==> src/verilog/fes_defines.svh <==
// Opcodes, field positions, reset values and timing counts of the erase and suspend sequencer
`ifndef FES_DEFINES_SVH
`define FES_DEFINES_SVH

`define FES_OP_WRITE_ENABLE        8'h06
`define FES_OP_REG_WRITE           8'h01
`define FES_OP_CLEAR_STATUS        8'h30
`define FES_OP_BANK_ACCESS         8'hb9
`define FES_OP_PERSIST_LOCK_ERASE  8'he4
`define FES_OP_SECTOR_WIPE         8'hd8
`define FES_OP_SECTOR_WIPE_LONG    8'hdc
`define FES_OP_ARRAY_WIPE_A        8'h60
`define FES_OP_ARRAY_WIPE_B        8'hc7
`define FES_OP_PAGE_PROG           8'h02
`define FES_OP_PAGE_PROG_LONG      8'h12
`define FES_OP_PROGRAM_PAUSE       8'h85
`define FES_OP_PROGRAM_CONTINUE    8'h8a
`define FES_OP_ERASE_PAUSE         8'h75
`define FES_OP_ERASE_CONTINUE      8'h7a

`define FES_OPCODE_BITS    6'h08
`define FES_REG_WRITE_BITS 6'h10
`define FES_ADDR24_END     6'h20
`define FES_ADDR32_END     6'h28
`define FES_DATA_BITS      6'h08
`define FES_SECT_MSB       25
`define FES_SECT_LSB       18
`define FES_LAST_SECTOR    8'hff
`define FES_BANK_RESET     8'h00

`define FES_CLK_MHZ                20
`define FES_PROG_PAUSE_LAT_US      40
`define FES_PROG_PAUSE_LAT_CYC     (`FES_PROG_PAUSE_LAT_US * `FES_CLK_MHZ)
`define FES_ERASE_PAUSE_LAT_US     45
`define FES_ERASE_PAUSE_LAT_CYC    (`FES_ERASE_PAUSE_LAT_US * `FES_CLK_MHZ)
`define FES_SECTOR_WIPE_US         1000
`define FES_SECTOR_WIPE_CYC        (`FES_SECTOR_WIPE_US * `FES_CLK_MHZ)
`define FES_PAGE_PROG_US           500
`define FES_PAGE_PROG_CYC          (`FES_PAGE_PROG_US * `FES_CLK_MHZ)

`endif

==> src/verilog/fes_pkg.sv <==
// Types shared by the erase and suspend sequencer
package fes_pkg;

    typedef enum logic [2:0] {
        FES_IDLE   = 3'b000,
        FES_ERASE  = 3'b001,
        FES_E_PEND = 3'b011,
        FES_E_SUSP = 3'b010,
        FES_PROG   = 3'b110,
        FES_P_PEND = 3'b111,
        FES_P_SUSP = 3'b101
    } fes_state_t;

    typedef struct packed {
        logic [7:0]  op;
        logic [31:0] addr;
        logic [5:0]  bits;
        logic [7:0]  data;
    } fes_frame_t;

    typedef struct packed {
        logic erase_err;
        logic prog_err;
        logic erase_paused;
        logic prog_paused;
        logic write_enable_latch;
        logic write_in_progress_flag;
    } fes_status_t;

endpackage : fes_pkg

==> src/verilog/fes_timer.sv <==
// Loadable countdown used for operation times and pause latencies
`timescale 1ns/1ps
`default_nettype none
module fes_timer (
    input  wire logic        i_clk,
    input  wire logic        i_rst,
    input  wire logic        i_load,
    input  wire logic [19:0] i_value,
    input  wire logic        i_run,
    output logic             o_expired
);
    logic [19:0] count_reg;

    // Frozen while not running, so a paused operation keeps its remaining time
    assign o_expired = i_run && (count_reg == 20'h00001);

    always_ff @(posedge i_clk) begin
        if (i_rst) begin
            count_reg <= 20'h00000;
        end else if (i_load) begin
            count_reg <= i_value;
        end else if (i_run && count_reg != 20'h00000) begin
            count_reg <= count_reg - 20'h00001;
        end
    end
endmodule : fes_timer
`default_nettype wire

==> src/verilog/fes_sequencer.sv <==
// Erase, program pause and resume command sequencer behind the serial pins
`timescale 1ns/1ps
`default_nettype none
`include "fes_defines.svh"
module fes_sequencer import fes_pkg::*; #(
    parameter int unsigned ERASE_CYCLES = `FES_SECTOR_WIPE_CYC,
    parameter int unsigned PROG_CYCLES  = `FES_PAGE_PROG_CYC
) (
    input  wire logic       i_clk,
    input  wire logic       i_rst,
    input  wire logic       i_cs_n,
    input  wire logic       i_sck,
    input  wire logic       i_si,
    input  wire logic       i_long_address_select,
    input  wire logic [2:0] i_block_protect,
    input  wire logic       i_block_protect_hit,
    input  wire logic       i_sector_lock_hit,
    output fes_status_t     o_status,
    output logic [7:0]      o_query_sector,
    output logic            o_erase_run,
    output logic            o_erase_all,
    output logic [7:0]      o_erase_sector,
    output logic            o_prog_run,
    output logic [31:0]     o_prog_addr,
    output logic [7:0]      o_bank_addr,
    output logic            o_reg_write,
    output logic [7:0]      o_reg_data,
    output logic            o_lock_erase
);
    localparam int ESL_BOUND = `FES_ERASE_PAUSE_LAT_CYC;

    fes_state_t  state_reg;
    fes_state_t  state_next;
    fes_frame_t  frm_reg;
    logic        frm_valid_reg;
    logic        sck_q_reg;
    logic        cs_q_reg;
    logic [31:0] shift_reg;
    logic [5:0]  bits_reg;
    logic [7:0]  op_reg;
    logic [31:0] addr_reg;
    logic        write_enable_latch_reg;
    logic        es_reg;
    logic        bank_armed_reg;
    logic        erase_chk_reg;
    logic [7:0]  esector_next;
    logic        erase_exp;
    logic        prog_exp;
    logic        lat_exp;
    fes_status_t status_next;

    // Serial front end; pins are synchronous, so edges come from one stored sample
    wire        sck_rise = i_sck & ~sck_q_reg & ~i_cs_n;
    wire        cs_rise  = i_cs_n & ~cs_q_reg;
    wire        cs_fall  = ~i_cs_n & cs_q_reg;
    wire [31:0] shift_in = {shift_reg[30:0], i_si};
    wire        long_op  = (op_reg == `FES_OP_SECTOR_WIPE_LONG) || (op_reg == `FES_OP_PAGE_PROG_LONG)
                           || i_long_address_select;
    wire [5:0]  addr_end = long_op ? `FES_ADDR32_END : `FES_ADDR24_END;

    always_ff @(posedge i_clk) begin
        if (i_rst) begin
            sck_q_reg <= 1'b0;
            cs_q_reg  <= 1'b1;
            shift_reg <= 32'h00000000;
            bits_reg  <= 6'h00;
            op_reg    <= 8'h00;
            addr_reg  <= 32'h00000000;
        end else begin
            sck_q_reg <= i_sck;
            cs_q_reg  <= i_cs_n;
            if (cs_fall) begin
                bits_reg <= 6'h00;
            end else if (sck_rise && bits_reg != 6'h3f) begin
                bits_reg <= bits_reg + 6'h01;
            end
            if (sck_rise) begin
                shift_reg <= shift_in;
            end
            if (sck_rise && bits_reg == `FES_OPCODE_BITS - 6'h01) begin
                op_reg <= shift_in[7:0];
            end
            if (sck_rise && bits_reg == addr_end - 6'h01) begin
                addr_reg <= long_op ? shift_in : {8'h00, shift_in[23:0]};
            end
        end
    end

    // Whole frame is judged one cycle after chip select rises
    always_ff @(posedge i_clk) begin
        if (i_rst) begin
            frm_valid_reg <= 1'b0;
            frm_reg       <= '0;
        end else begin
            frm_valid_reg <= cs_rise;
            if (cs_rise) begin
                frm_reg.op   <= op_reg;
                frm_reg.addr <= addr_reg;
                frm_reg.bits <= bits_reg;
                frm_reg.data <= shift_reg[7:0];
            end
        end
    end

    // Command decode
    wire       st_idle  = state_reg == FES_IDLE;
    wire       st_erase = state_reg == FES_ERASE;
    wire       st_epend = state_reg == FES_E_PEND;
    wire       st_esusp = state_reg == FES_E_SUSP;
    wire       st_prog  = state_reg == FES_PROG;
    wire       st_ppend = state_reg == FES_P_PEND;
    wire       st_psusp = state_reg == FES_P_SUSP;
    wire       f_long   = (frm_reg.op == `FES_OP_SECTOR_WIPE_LONG) || (frm_reg.op == `FES_OP_PAGE_PROG_LONG)
                          || i_long_address_select;
    wire [5:0] f_end    = f_long ? `FES_ADDR32_END : `FES_ADDR24_END;
    wire       f_exact8 = frm_valid_reg && frm_reg.bits == `FES_OPCODE_BITS;
    wire       prot_hit = i_block_protect_hit | i_sector_lock_hit;

    // Pending states take no command at all; status reads live outside this block
    wire open_state = st_idle | st_esusp;
    wire write_enable_cmd_go  = f_exact8 && frm_reg.op == `FES_OP_WRITE_ENABLE && open_state;
    wire clsr_go  = f_exact8 && frm_reg.op == `FES_OP_CLEAR_STATUS && open_state;
    wire se_try   = frm_valid_reg && frm_reg.bits == f_end && st_idle && write_enable_latch_reg
                    && (frm_reg.op == `FES_OP_SECTOR_WIPE || frm_reg.op == `FES_OP_SECTOR_WIPE_LONG);
    wire se_go    = se_try && !prot_hit;
    wire se_fail  = se_try && prot_hit;
    wire be_try   = f_exact8 && st_idle && write_enable_latch_reg
                    && (frm_reg.op == `FES_OP_ARRAY_WIPE_A || frm_reg.op == `FES_OP_ARRAY_WIPE_B);
    wire be_go    = be_try && i_block_protect == 3'h0;
    wire pp_try   = frm_valid_reg && frm_reg.bits >= f_end + `FES_DATA_BITS && open_state
                    && write_enable_latch_reg
                    && (frm_reg.op == `FES_OP_PAGE_PROG || frm_reg.op == `FES_OP_PAGE_PROG_LONG);
    wire pp_fail  = pp_try && ((st_esusp && o_query_sector == o_erase_sector) || prot_hit);
    wire pp_go    = pp_try && !pp_fail;
    wire program_pause_cmd_go  = f_exact8 && frm_reg.op == `FES_OP_PROGRAM_PAUSE && st_prog;
    wire program_continue_cmd_go  = f_exact8 && frm_reg.op == `FES_OP_PROGRAM_CONTINUE && st_psusp;
    wire erase_pause_cmd_go  = f_exact8 && frm_reg.op == `FES_OP_ERASE_PAUSE && st_erase && !o_erase_all;
    wire erase_continue_cmd_go  = f_exact8 && frm_reg.op == `FES_OP_ERASE_CONTINUE && st_esusp;
    wire bank_access_cmd_cmd = f_exact8 && frm_reg.op == `FES_OP_BANK_ACCESS && (open_state | st_psusp);
    wire wrr_cmd  = frm_valid_reg && frm_reg.op == `FES_OP_REG_WRITE && frm_reg.bits == `FES_REG_WRITE_BITS;
    wire bank_go  = wrr_cmd && bank_armed_reg;
    wire regw_go  = wrr_cmd && !bank_armed_reg && st_idle && write_enable_latch_reg;
    wire ppbe_go  = f_exact8 && frm_reg.op == `FES_OP_PERSIST_LOCK_ERASE && st_idle && write_enable_latch_reg;
    wire [7:0] f_sector = frm_reg.addr[`FES_SECT_MSB:`FES_SECT_LSB];

    // Array erase walks every sector; locked ones are passed over without error
    wire erase_live = st_erase | st_epend;
    wire bulk_last  = o_erase_sector == `FES_LAST_SECTOR;
    wire bulk_skip  = o_erase_all && erase_chk_reg && i_sector_lock_hit && erase_live;
    wire sect_done  = erase_exp | bulk_skip;
    wire erase_done = sect_done && (!o_erase_all || bulk_last);
    wire bulk_adv   = sect_done && o_erase_all && !bulk_last;
    wire prog_live  = st_prog | st_ppend;

    fes_timer u_erase_timer (
        .i_clk     (i_clk),
        .i_rst     (i_rst),
        .i_load    (se_go | be_go | bulk_adv),
        .i_value   (20'(ERASE_CYCLES)),
        .i_run     (erase_live),
        .o_expired (erase_exp)
    );

    fes_timer u_prog_timer (
        .i_clk     (i_clk),
        .i_rst     (i_rst),
        .i_load    (pp_go),
        .i_value   (20'(PROG_CYCLES)),
        .i_run     (prog_live),
        .o_expired (prog_exp)
    );

    fes_timer u_pause_timer (
        .i_clk     (i_clk),
        .i_rst     (i_rst),
        .i_load    (program_pause_cmd_go | erase_pause_cmd_go),
        .i_value   (program_pause_cmd_go ? 20'(`FES_PROG_PAUSE_LAT_CYC) : 20'(`FES_ERASE_PAUSE_LAT_CYC)),
        .i_run     (st_ppend | st_epend),
        .o_expired (lat_exp)
    );

    // Completion beats the pause timer, so a finished operation never reads as paused
    always_comb begin
        state_next = state_reg;
        unique case (state_reg)
            FES_IDLE: begin
                if (se_go || be_go) begin
                    state_next = FES_ERASE;
                end else if (pp_go) begin
                    state_next = FES_PROG;
                end
            end
            FES_ERASE: begin
                if (erase_done) begin
                    state_next = FES_IDLE;
                end else if (erase_pause_cmd_go) begin
                    state_next = FES_E_PEND;
                end
            end
            FES_E_PEND: begin
                if (erase_done) begin
                    state_next = FES_IDLE;
                end else if (lat_exp) begin
                    state_next = FES_E_SUSP;
                end
            end
            FES_E_SUSP: begin
                if (erase_continue_cmd_go) begin
                    state_next = FES_ERASE;
                end else if (pp_go) begin
                    state_next = FES_PROG;
                end
            end
            FES_PROG: begin
                if (prog_exp) begin
                    state_next = es_reg ? FES_E_SUSP : FES_IDLE;
                end else if (program_pause_cmd_go) begin
                    state_next = FES_P_PEND;
                end
            end
            FES_P_PEND: begin
                if (prog_exp) begin
                    state_next = es_reg ? FES_E_SUSP : FES_IDLE;
                end else if (lat_exp) begin
                    state_next = FES_P_SUSP;
                end
            end
            FES_P_SUSP: begin
                if (program_continue_cmd_go) begin
                    state_next = FES_PROG;
                end
            end
            default: state_next = FES_IDLE;
        endcase
    end

    wire es_next  = (pp_go && st_esusp) || (es_reg && !(prog_live && prog_exp));
    wire wel_next = write_enable_cmd_go || (write_enable_latch_reg && !(se_try || be_try || pp_try || regw_go || ppbe_go));
    assign esector_next = se_go ? f_sector : (be_go ? 8'h00 : (bulk_adv ? o_erase_sector + 8'h01 : o_erase_sector));

    // Hardware sets beat a clear arriving in the same cycle
    always_comb begin
        status_next.erase_err              = se_fail || (o_status.erase_err && !clsr_go);
        status_next.prog_err               = pp_fail || (o_status.prog_err && !clsr_go);
        status_next.erase_paused           = (state_next == FES_E_SUSP) || es_next;
        status_next.prog_paused            = state_next == FES_P_SUSP;
        status_next.write_enable_latch     = wel_next;
        status_next.write_in_progress_flag = (state_next == FES_ERASE) || (state_next == FES_E_PEND)
                                             || (state_next == FES_PROG) || (state_next == FES_P_PEND);
    end

    always_ff @(posedge i_clk) begin
        if (i_rst) begin
            state_reg              <= FES_IDLE;
            write_enable_latch_reg <= 1'b0;
            es_reg                 <= 1'b0;
            bank_armed_reg         <= 1'b0;
            erase_chk_reg          <= 1'b0;
            o_status               <= '0;
            o_erase_run            <= 1'b0;
            o_erase_all            <= 1'b0;
            o_erase_sector         <= 8'h00;
            o_prog_run             <= 1'b0;
        end else begin
            state_reg              <= state_next;
            write_enable_latch_reg <= wel_next;
            es_reg                 <= es_next;
            erase_chk_reg          <= be_go | bulk_adv;
            o_status               <= status_next;
            o_erase_run            <= (state_next == FES_ERASE) || (state_next == FES_E_PEND);
            o_prog_run             <= (state_next == FES_PROG) || (state_next == FES_P_PEND);
            o_erase_sector         <= esector_next;
            if (frm_valid_reg) begin
                bank_armed_reg <= bank_access_cmd_cmd;
            end
            if (se_go || be_go) begin
                o_erase_all <= be_go;
            end
        end
    end

    // Side outputs towards the array, bank and protection logic
    always_ff @(posedge i_clk) begin
        if (i_rst) begin
            o_query_sector <= 8'h00;
            o_prog_addr    <= 32'h00000000;
            o_bank_addr    <= `FES_BANK_RESET;
            o_reg_write    <= 1'b0;
            o_reg_data     <= 8'h00;
            o_lock_erase   <= 1'b0;
        end else begin
            o_reg_write  <= regw_go;
            o_lock_erase <= ppbe_go;
            if (be_go || bulk_adv) begin
                o_query_sector <= esector_next;
            end else if (cs_rise && !(o_erase_all && erase_live)) begin
                o_query_sector <= addr_reg[`FES_SECT_MSB:`FES_SECT_LSB];
            end
            if (pp_go) begin
                o_prog_addr <= frm_reg.addr;
            end
            if (bank_go) begin
                o_bank_addr <= frm_reg.data;
            end
            if (regw_go) begin
                o_reg_data <= frm_reg.data;
            end
        end
    end
endmodule : fes_sequencer
`default_nettype wire

==> config.mk <==
export PLATFORM = sky130hd
export DESIGN_NAME = fes_sequencer
export DESIGN_NICKNAME = d
export VERILOG_FILES = /design/src/verilog/fes_pkg.sv /design/src/verilog/fes_timer.sv /design/src/verilog/fes_sequencer.sv
export VERILOG_INCLUDE_DIRS = /design/src /design/src/verilog
export SDC_FILE = /design/constraint.sdc
export NUM_CORES = 1
export LEC_CHECK = 0
export BUFFER_PORTS_ARGS = -buffer_cell sky130_fd_sc_hd__buf_2
export CORE_UTILIZATION = 60
export DETAILED_ROUTE_END_ITERATION = 6
export PLACE_DENSITY = 0.88
export SYNTH_ARGS = -nofsm -noshare
export SYNTH_HDL_FRONTEND = slang
export SYNTH_SLANG_ARGS = --single-unit
==> constraint.sdc <==
create_clock -name i_clk -period 3.1 [get_ports i_clk]
set_input_delay 0.93 -clock i_clk [delete_from_list [all_inputs] [get_ports i_clk]]
set_output_delay 0.93 -clock i_clk [all_outputs]
set_load 0.02 [all_outputs]
After elaboration in Yosys (flattened, before gate mapping):

Cells that the tools add are included.

* register bits: 275
* bits of input ports: 11
* word-level logic and storage cells: 241
* output and inout port bits: 75

* equality and inequality tests: 40
* $lt $le $gt $ge: 1
* bitwise operators: 18
* add/subtract/negate cells: 7
* muxes and demuxes: 29
* reduce and logical (&&, ||, !) cells: 110

Operators by type and width (number)
* 8-bit equality test (second input constant): 9
* 1-bit logical AND: 65
* 20-bit by 1-bit equality test with 1-bit output (second input constant): 3
* 20-bit nonzero test: 3
* 20-bit by 1-bit subtractor with 20-bit output (second input constant): 3
* 8-bit two-way mux: 6
* 20-bit two-way mux: 2
* 3-bit two-way mux: 12
* 32-bit two-way mux: 1
* 15-bit two-way mux: 2
* 14-bit two-way mux: 2
* 8-bit by 7-bit equality test with 1-bit output (second input constant): 3
* 1-bit logical OR: 24
* 3-bit one-hot mux with 7 select lines: 1
* 3-bit equality test (second input constant): 6
* 8-bit by 5-bit equality test with 1-bit output (second input constant): 2
* 3-bit by 2-bit equality test with 1-bit output (second input constant): 4
* 6-bit equality test: 2
* 1-bit bitwise OR: 11
* 1-bit zero test: 9
* 8-bit by 1-bit adder with 8-bit output (second input constant): 1
* 8-bit by 1-bit equality test with 1-bit output (second input constant): 1
* 8-bit by 2-bit equality test with 1-bit output (second input constant): 1
* 8-bit by 3-bit equality test with 1-bit output (second input constant): 1
* other kinds (18): 31

Longest topological paths before layout:

* word-level depth: 20
* depth in mapped cells: 14
* gate-level depth less buffers: 12

Hierarchy:

Synthesis repeated with hierarchy kept, for this count alone.

* cells, all modules: 1511
* area, all modules: 12642.1 µm²

Modules (own cells, without submodules)
* fes_sequencer: sequential area each 4304.1 µm², cells an instance 1090, area an instance 9002.4 µm², instances 1
* fes_timer at u_erase_timer ...: sequential area each 400.4 µm², cells an instance 140, area an instance 1223.7 µm², instances 2
* fes_timer at u_prog_timer: sequential area each 400.4 µm², cells an instance 141, area an instance 1192.4 µm², instances 1

Worst setup path after synthesis:

Ideal clock, no wire load.

* path kind: reg2reg
* start point: reg frm_reg[53] in the netlist's numbering
* end point: reg o_prog_addr[10]
* period minus slack after synthesis: 2.830 ns
* path slack: 0.270 ns
* stages on the path, launching flop included: 13
* library setup time: 0.132 ns
* data required time: 2.968 ns
* path buffers: 2
* data arrival time: 2.698 ns
* cell sequence: dfxtp_1 -> or3_1 -> nand4bb_1 -> nor2_1 -> a311oi_1 -> ha_1 -> nand4b_1 -> a211oi_1 -> nand3_1 -> clkbuf_1 -> clkbuf_1 -> nand2_1 -> a21oi_1

* cells in the longest elaborated chain, start to end: 13
* elaborated cells on any way between the ends: 16
* classes of those cells: add/sub (1); order compare (1); eq/ne (3); mux (1); reduce/logical (10)

RTL lines
* start: declaration: line fes_sequencer.sv:34 `fes_frame_t frm_reg;`
* 8-bit equality test (no source line) or 8-bit by 5-bit equality test with 1-bit output (tied branches)
* 1-bit logical OR (2 in a row): line fes_sequencer.sv:113 `` wire f_long = (frm_reg.op == `FES_OP_SECTOR_WIPE_LONG) || (frm_reg.op == `FES_OP_PAGE_PROG_LONG) ``
* 4-bit two-way mux (no source line)
* 6-bit by 4-bit adder with 6-bit output (no source line)
* 6-bit greater-or-equal comparator (no source line)
* 1-bit logical AND (no source line)
* 1-bit logical AND (2 in a row): line fes_sequencer.sv:130 `` wire pp_try = frm_valid_reg && frm_reg.bits >= f_end + `FES_DATA_BITS && open_state ``
* 1-bit logical AND *: line fes_sequencer.sv:130
* 1-bit logical AND: line fes_sequencer.sv:133 `wire pp_fail = pp_try && ((st_esusp && o_query_sector == o_erase_sector) || prot_hit);`
* 1-bit zero test: line fes_sequencer.sv:134 `wire pp_go = pp_try && !pp_fail;`
* 1-bit logical AND *: line fes_sequencer.sv:134
* end signal: assignment: line fes_sequencer.sv:300 `o_prog_addr <= frm_reg.addr;`
* end: declaration: line fes_sequencer.sv:24 `output logic [31:0] o_prog_addr,`

Mark *: on every way between the ends. The rest lies on a longest branch, timed or not.
A chain may end at the register's enable or synchronous reset.

Worst setup path after layout:

* start point: reg frm_reg[53] in the netlist's numbering
* end point: reg o_prog_addr[19]

The elaborated chain is that of the path after synthesis.

==> results.ini <==
[yosys]
yosys-top-cells-count=300 x nand2_1, 275 x dfxtp_1, 196 x a21oi_1
ys_seq_area_frac=0.474
yosysMostFrequentCell=nand2_1
ys_warn_count=0
synth_cell_type_count=73
synthAdderAreaFrac=0.0119
yosysTopAreaCell=dfxtp_1
async_flop_share=0
avgSynthCellArea_sq_um=8.20
synth_cells=1416
synth_top_family_by_area=simple AND/OR/NAND/NOR gates
synth_mux_area_frac=0.0158
synth_compound_area_frac=0.151
synth_nets=1438
yosys.area.top_type_share=0.474
synthSimpleGateAreaFrac=0.261
yosys-top-cells-area=dfxtp_1 47%, nand2_1 9.7%, a21oi_1 8.5%, xor2_1 3.4%, nand3_1 3.2%
synth-edff-count=0
ys_seq_elements=275
synth_ff_type=dfxtp_1
synth_area_sq_mm=0.0116
synthXorXnorAreaFrac=0.0491

[timing]
finalCritPeriodShare=0.986
hold_slack_ps=447
max_freq_ghz=0.327
max-slew-margin-rel=0.452
hold_viol=0
fin_tns_setup_ps=0
worstMarginPinSlew_ps=817
finalCriticalPeriod_ps=3060
fin_skew_ps=28.0
slew_viol_final=0
setup_viol=0

[global_route]
met2_usage=0.498
grtUsageMet3=0.0329
overflow=0
use_met1=0.378
grt_first_pass_wirelength_microns=48300
antenna_found_initial=0
grt_pass1_vias=9959
grt_max_degree=73
track_usage=0.294
grt_busiest_layer=met2

[cts]
cts_buffers=28
clock_path_buffers=3
post_cts_buffers=0
insertion_delay_ps=550
clkTransAtPathRegs_ps=60
clock-sinks=275
cts_tree=built
root_buffer=clkbuf_16
htreeDepth=1

[floorplanning]
die_height_microns=141
core_sq_mm=0.0188
die_area_sq_mm=0.0199
die_w_microns=141
initial_core_util=0.616
rows=50
ios=86

[routing]
viasPerCell=6.10
routedWlPerCell_microns=17.1
drt_iter0_markers=1135
vias=10719
wirelength_microns=30100
drcViolationCount=0
firstDrtPassIters=6
final_antenna_net_count=0

[min_path]
min-delay-start=o_reg_data[7]$_SDFFE_PP0P_
hold_class=register to register

[setup_path]
start_kind=register
crit_required_ps=3560
critPathMaxFanout=16
critPathBufInv=1
max_stage_delay_ps=430
crit_arrival_ps=3520
startpoint=frm_reg[53]$_SDFFE_PP0P_
cp_top_family=simple AND/OR/NAND/NOR gates
cp_slowest_cell=or3_1
reg2reg_from=frm_reg[53]$_SDFFE_PP0P_
endpoint_kind=register
cp_cell_sequence=or3_1, nand4bb_4, nor2_1, a311oi_2, ha_1, nand4b_1, a211oi_4, and3_4, buf_12, nand2_1, a21oi_1
path_class=register to register

[cells_and_area]
finalNetCount=1502
n_antenna_cell=0
drive_above_1_share=0.140
multiInputGateArea_sq_mm=0.00575
syn_to_final_growth_pct=14.8
seq_area_sq_mm=0.00551
largest_reg_flops=46
nFillCells=1347

[placed_design]
io_buffers=85
gp_congestion=0.912
hpwl_microns=19000

[flow_run]
maxCapViolations=0

[run_status]
status=finished clean

[pwr]
p_leak_nw=5.04
ir_worst_vdd_v=0.000389
powerDensity_mw_per_mm2=525

[power breakdown]
part | switching, W | internal (W)
clock | 0.00138 | 0.00192
combinational | 0.000120 | 0.0000355
sequential | 0.00000698 | 0.00354
[cell families after synthesis]
logic type	after synthesis
XOR/XNOR	65
adder cells (fa/ha/maj)	11
buffers and inverters	112
AO/OA/AOI/OAI	303
multiplexers	18
AND/OR/NAND/NOR	632
flip-flops	275
[layout by cell type (no fill, tap or decap), types with 5 or more instances in the layout]
| master | netlist | final |
|---|---|---|
| nor4b_1 | 5 | 5 |
| clkbuf_16 | 0 | 29 |
| ha_1 | 11 | 11 |
| or4_1 | 9 | 9 |
| o21a_1 | 6 | 6 |
| nand4_1 | 18 | 18 |
| nand3b_1 | 6 | 6 |
| nand3_1 | 75 | 74 |
| nand4b_1 | 8 | 8 |
| o21ai_0 | 45 | 45 |
| a21oi_1 | 196 | 196 |
| xor2_1 | 45 | 45 |
| and2_1 | 6 | 5 |
| a31oi_1 | 5 | 5 |
| nor2b_1 | 6 | 5 |
| clkbuf_1 | 80 | 7 |
| nand2_1 | 300 | 300 |
| or3_1 | 15 | 15 |
| dfxtp_1 | 275 | 275 |
| buf_4 | 1 | 35 |
| o22ai_1 | 5 | 5 |
| mux2i_1 | 15 | 14 |
| xnor2_1 | 20 | 20 |
| a22o_1 | 5 | 5 |
| nor3_1 | 26 | 26 |
| nor2_1 | 95 | 95 |
| buf_2 | 7 | 84 |
| nor4_1 | 21 | 20 |
| inv_1 | 22 | 22 |
[final timing paths]
| kind | end | slack, ps | depth (start not counted) |
|---|---|---|---|
| max | o_prog_addr[19]$_SDFFE_PP0P_ | 40 | 11 |
| min | o_reg_data[7]$_SDFFE_PP0P_ | 450 | 2 |
| max reg2reg | o_prog_addr[19]$_SDFFE_PP0P_ | 40 | 11 |
| min reg2reg | o_reg_data[7]$_SDFFE_PP0P_ | 450 | 2 |
[tightest hold or removal path, stage by stage (launching register included)]
cell and delay (ps):
dfxtp_1 300, nand2_1 50, a21oi_1 50
[layout make-up]
cell class,instances,share of cell area
multi-input cells,1029,0.431
flip-flops and latches,275,0.413
clock buffers,39,0.0587
repair buffers,124,0.0578
well taps,260,0.0244
clock inverters,9,0.00864
inverters,22,0.00620
[routing by layer]
layer | part of all wire | routed length (microns) | vias to the layer above
met2 | 0.49 | 14700 | 507
met1 | 0.41 | 12300 | 5076
li1 | - | - | 5030
met4 | 0.036 | 1080 | 0
met3 | 0.068 | 2050 | 106
met5 | 0 | 0 | -
[stage by stage]
stage                     utilization  cell area [sq um]  power [W]  setup WS, ps  cells
final                           0.708              13300    0.00700          44.6   1758
after global routing            0.708              13300    0.00719         -51.6   1758
after CTS                       0.703              13200    0.00702          49.3   1757
after detailed placement        0.655              12300    0.00377          -123   1709
after global placement          0.655              12300    0.00377          3.17   1709
after floorplan                     -              11600    0.00372           270   1416
[what timing repair did]
action	in CTS	in global routing
setup endpoints to repair	56	83
hold buffers	0	0
cloned	0	1
gates resized for setup	1	12
pin swaps	0	0
(Power assumes the default switching activity.)
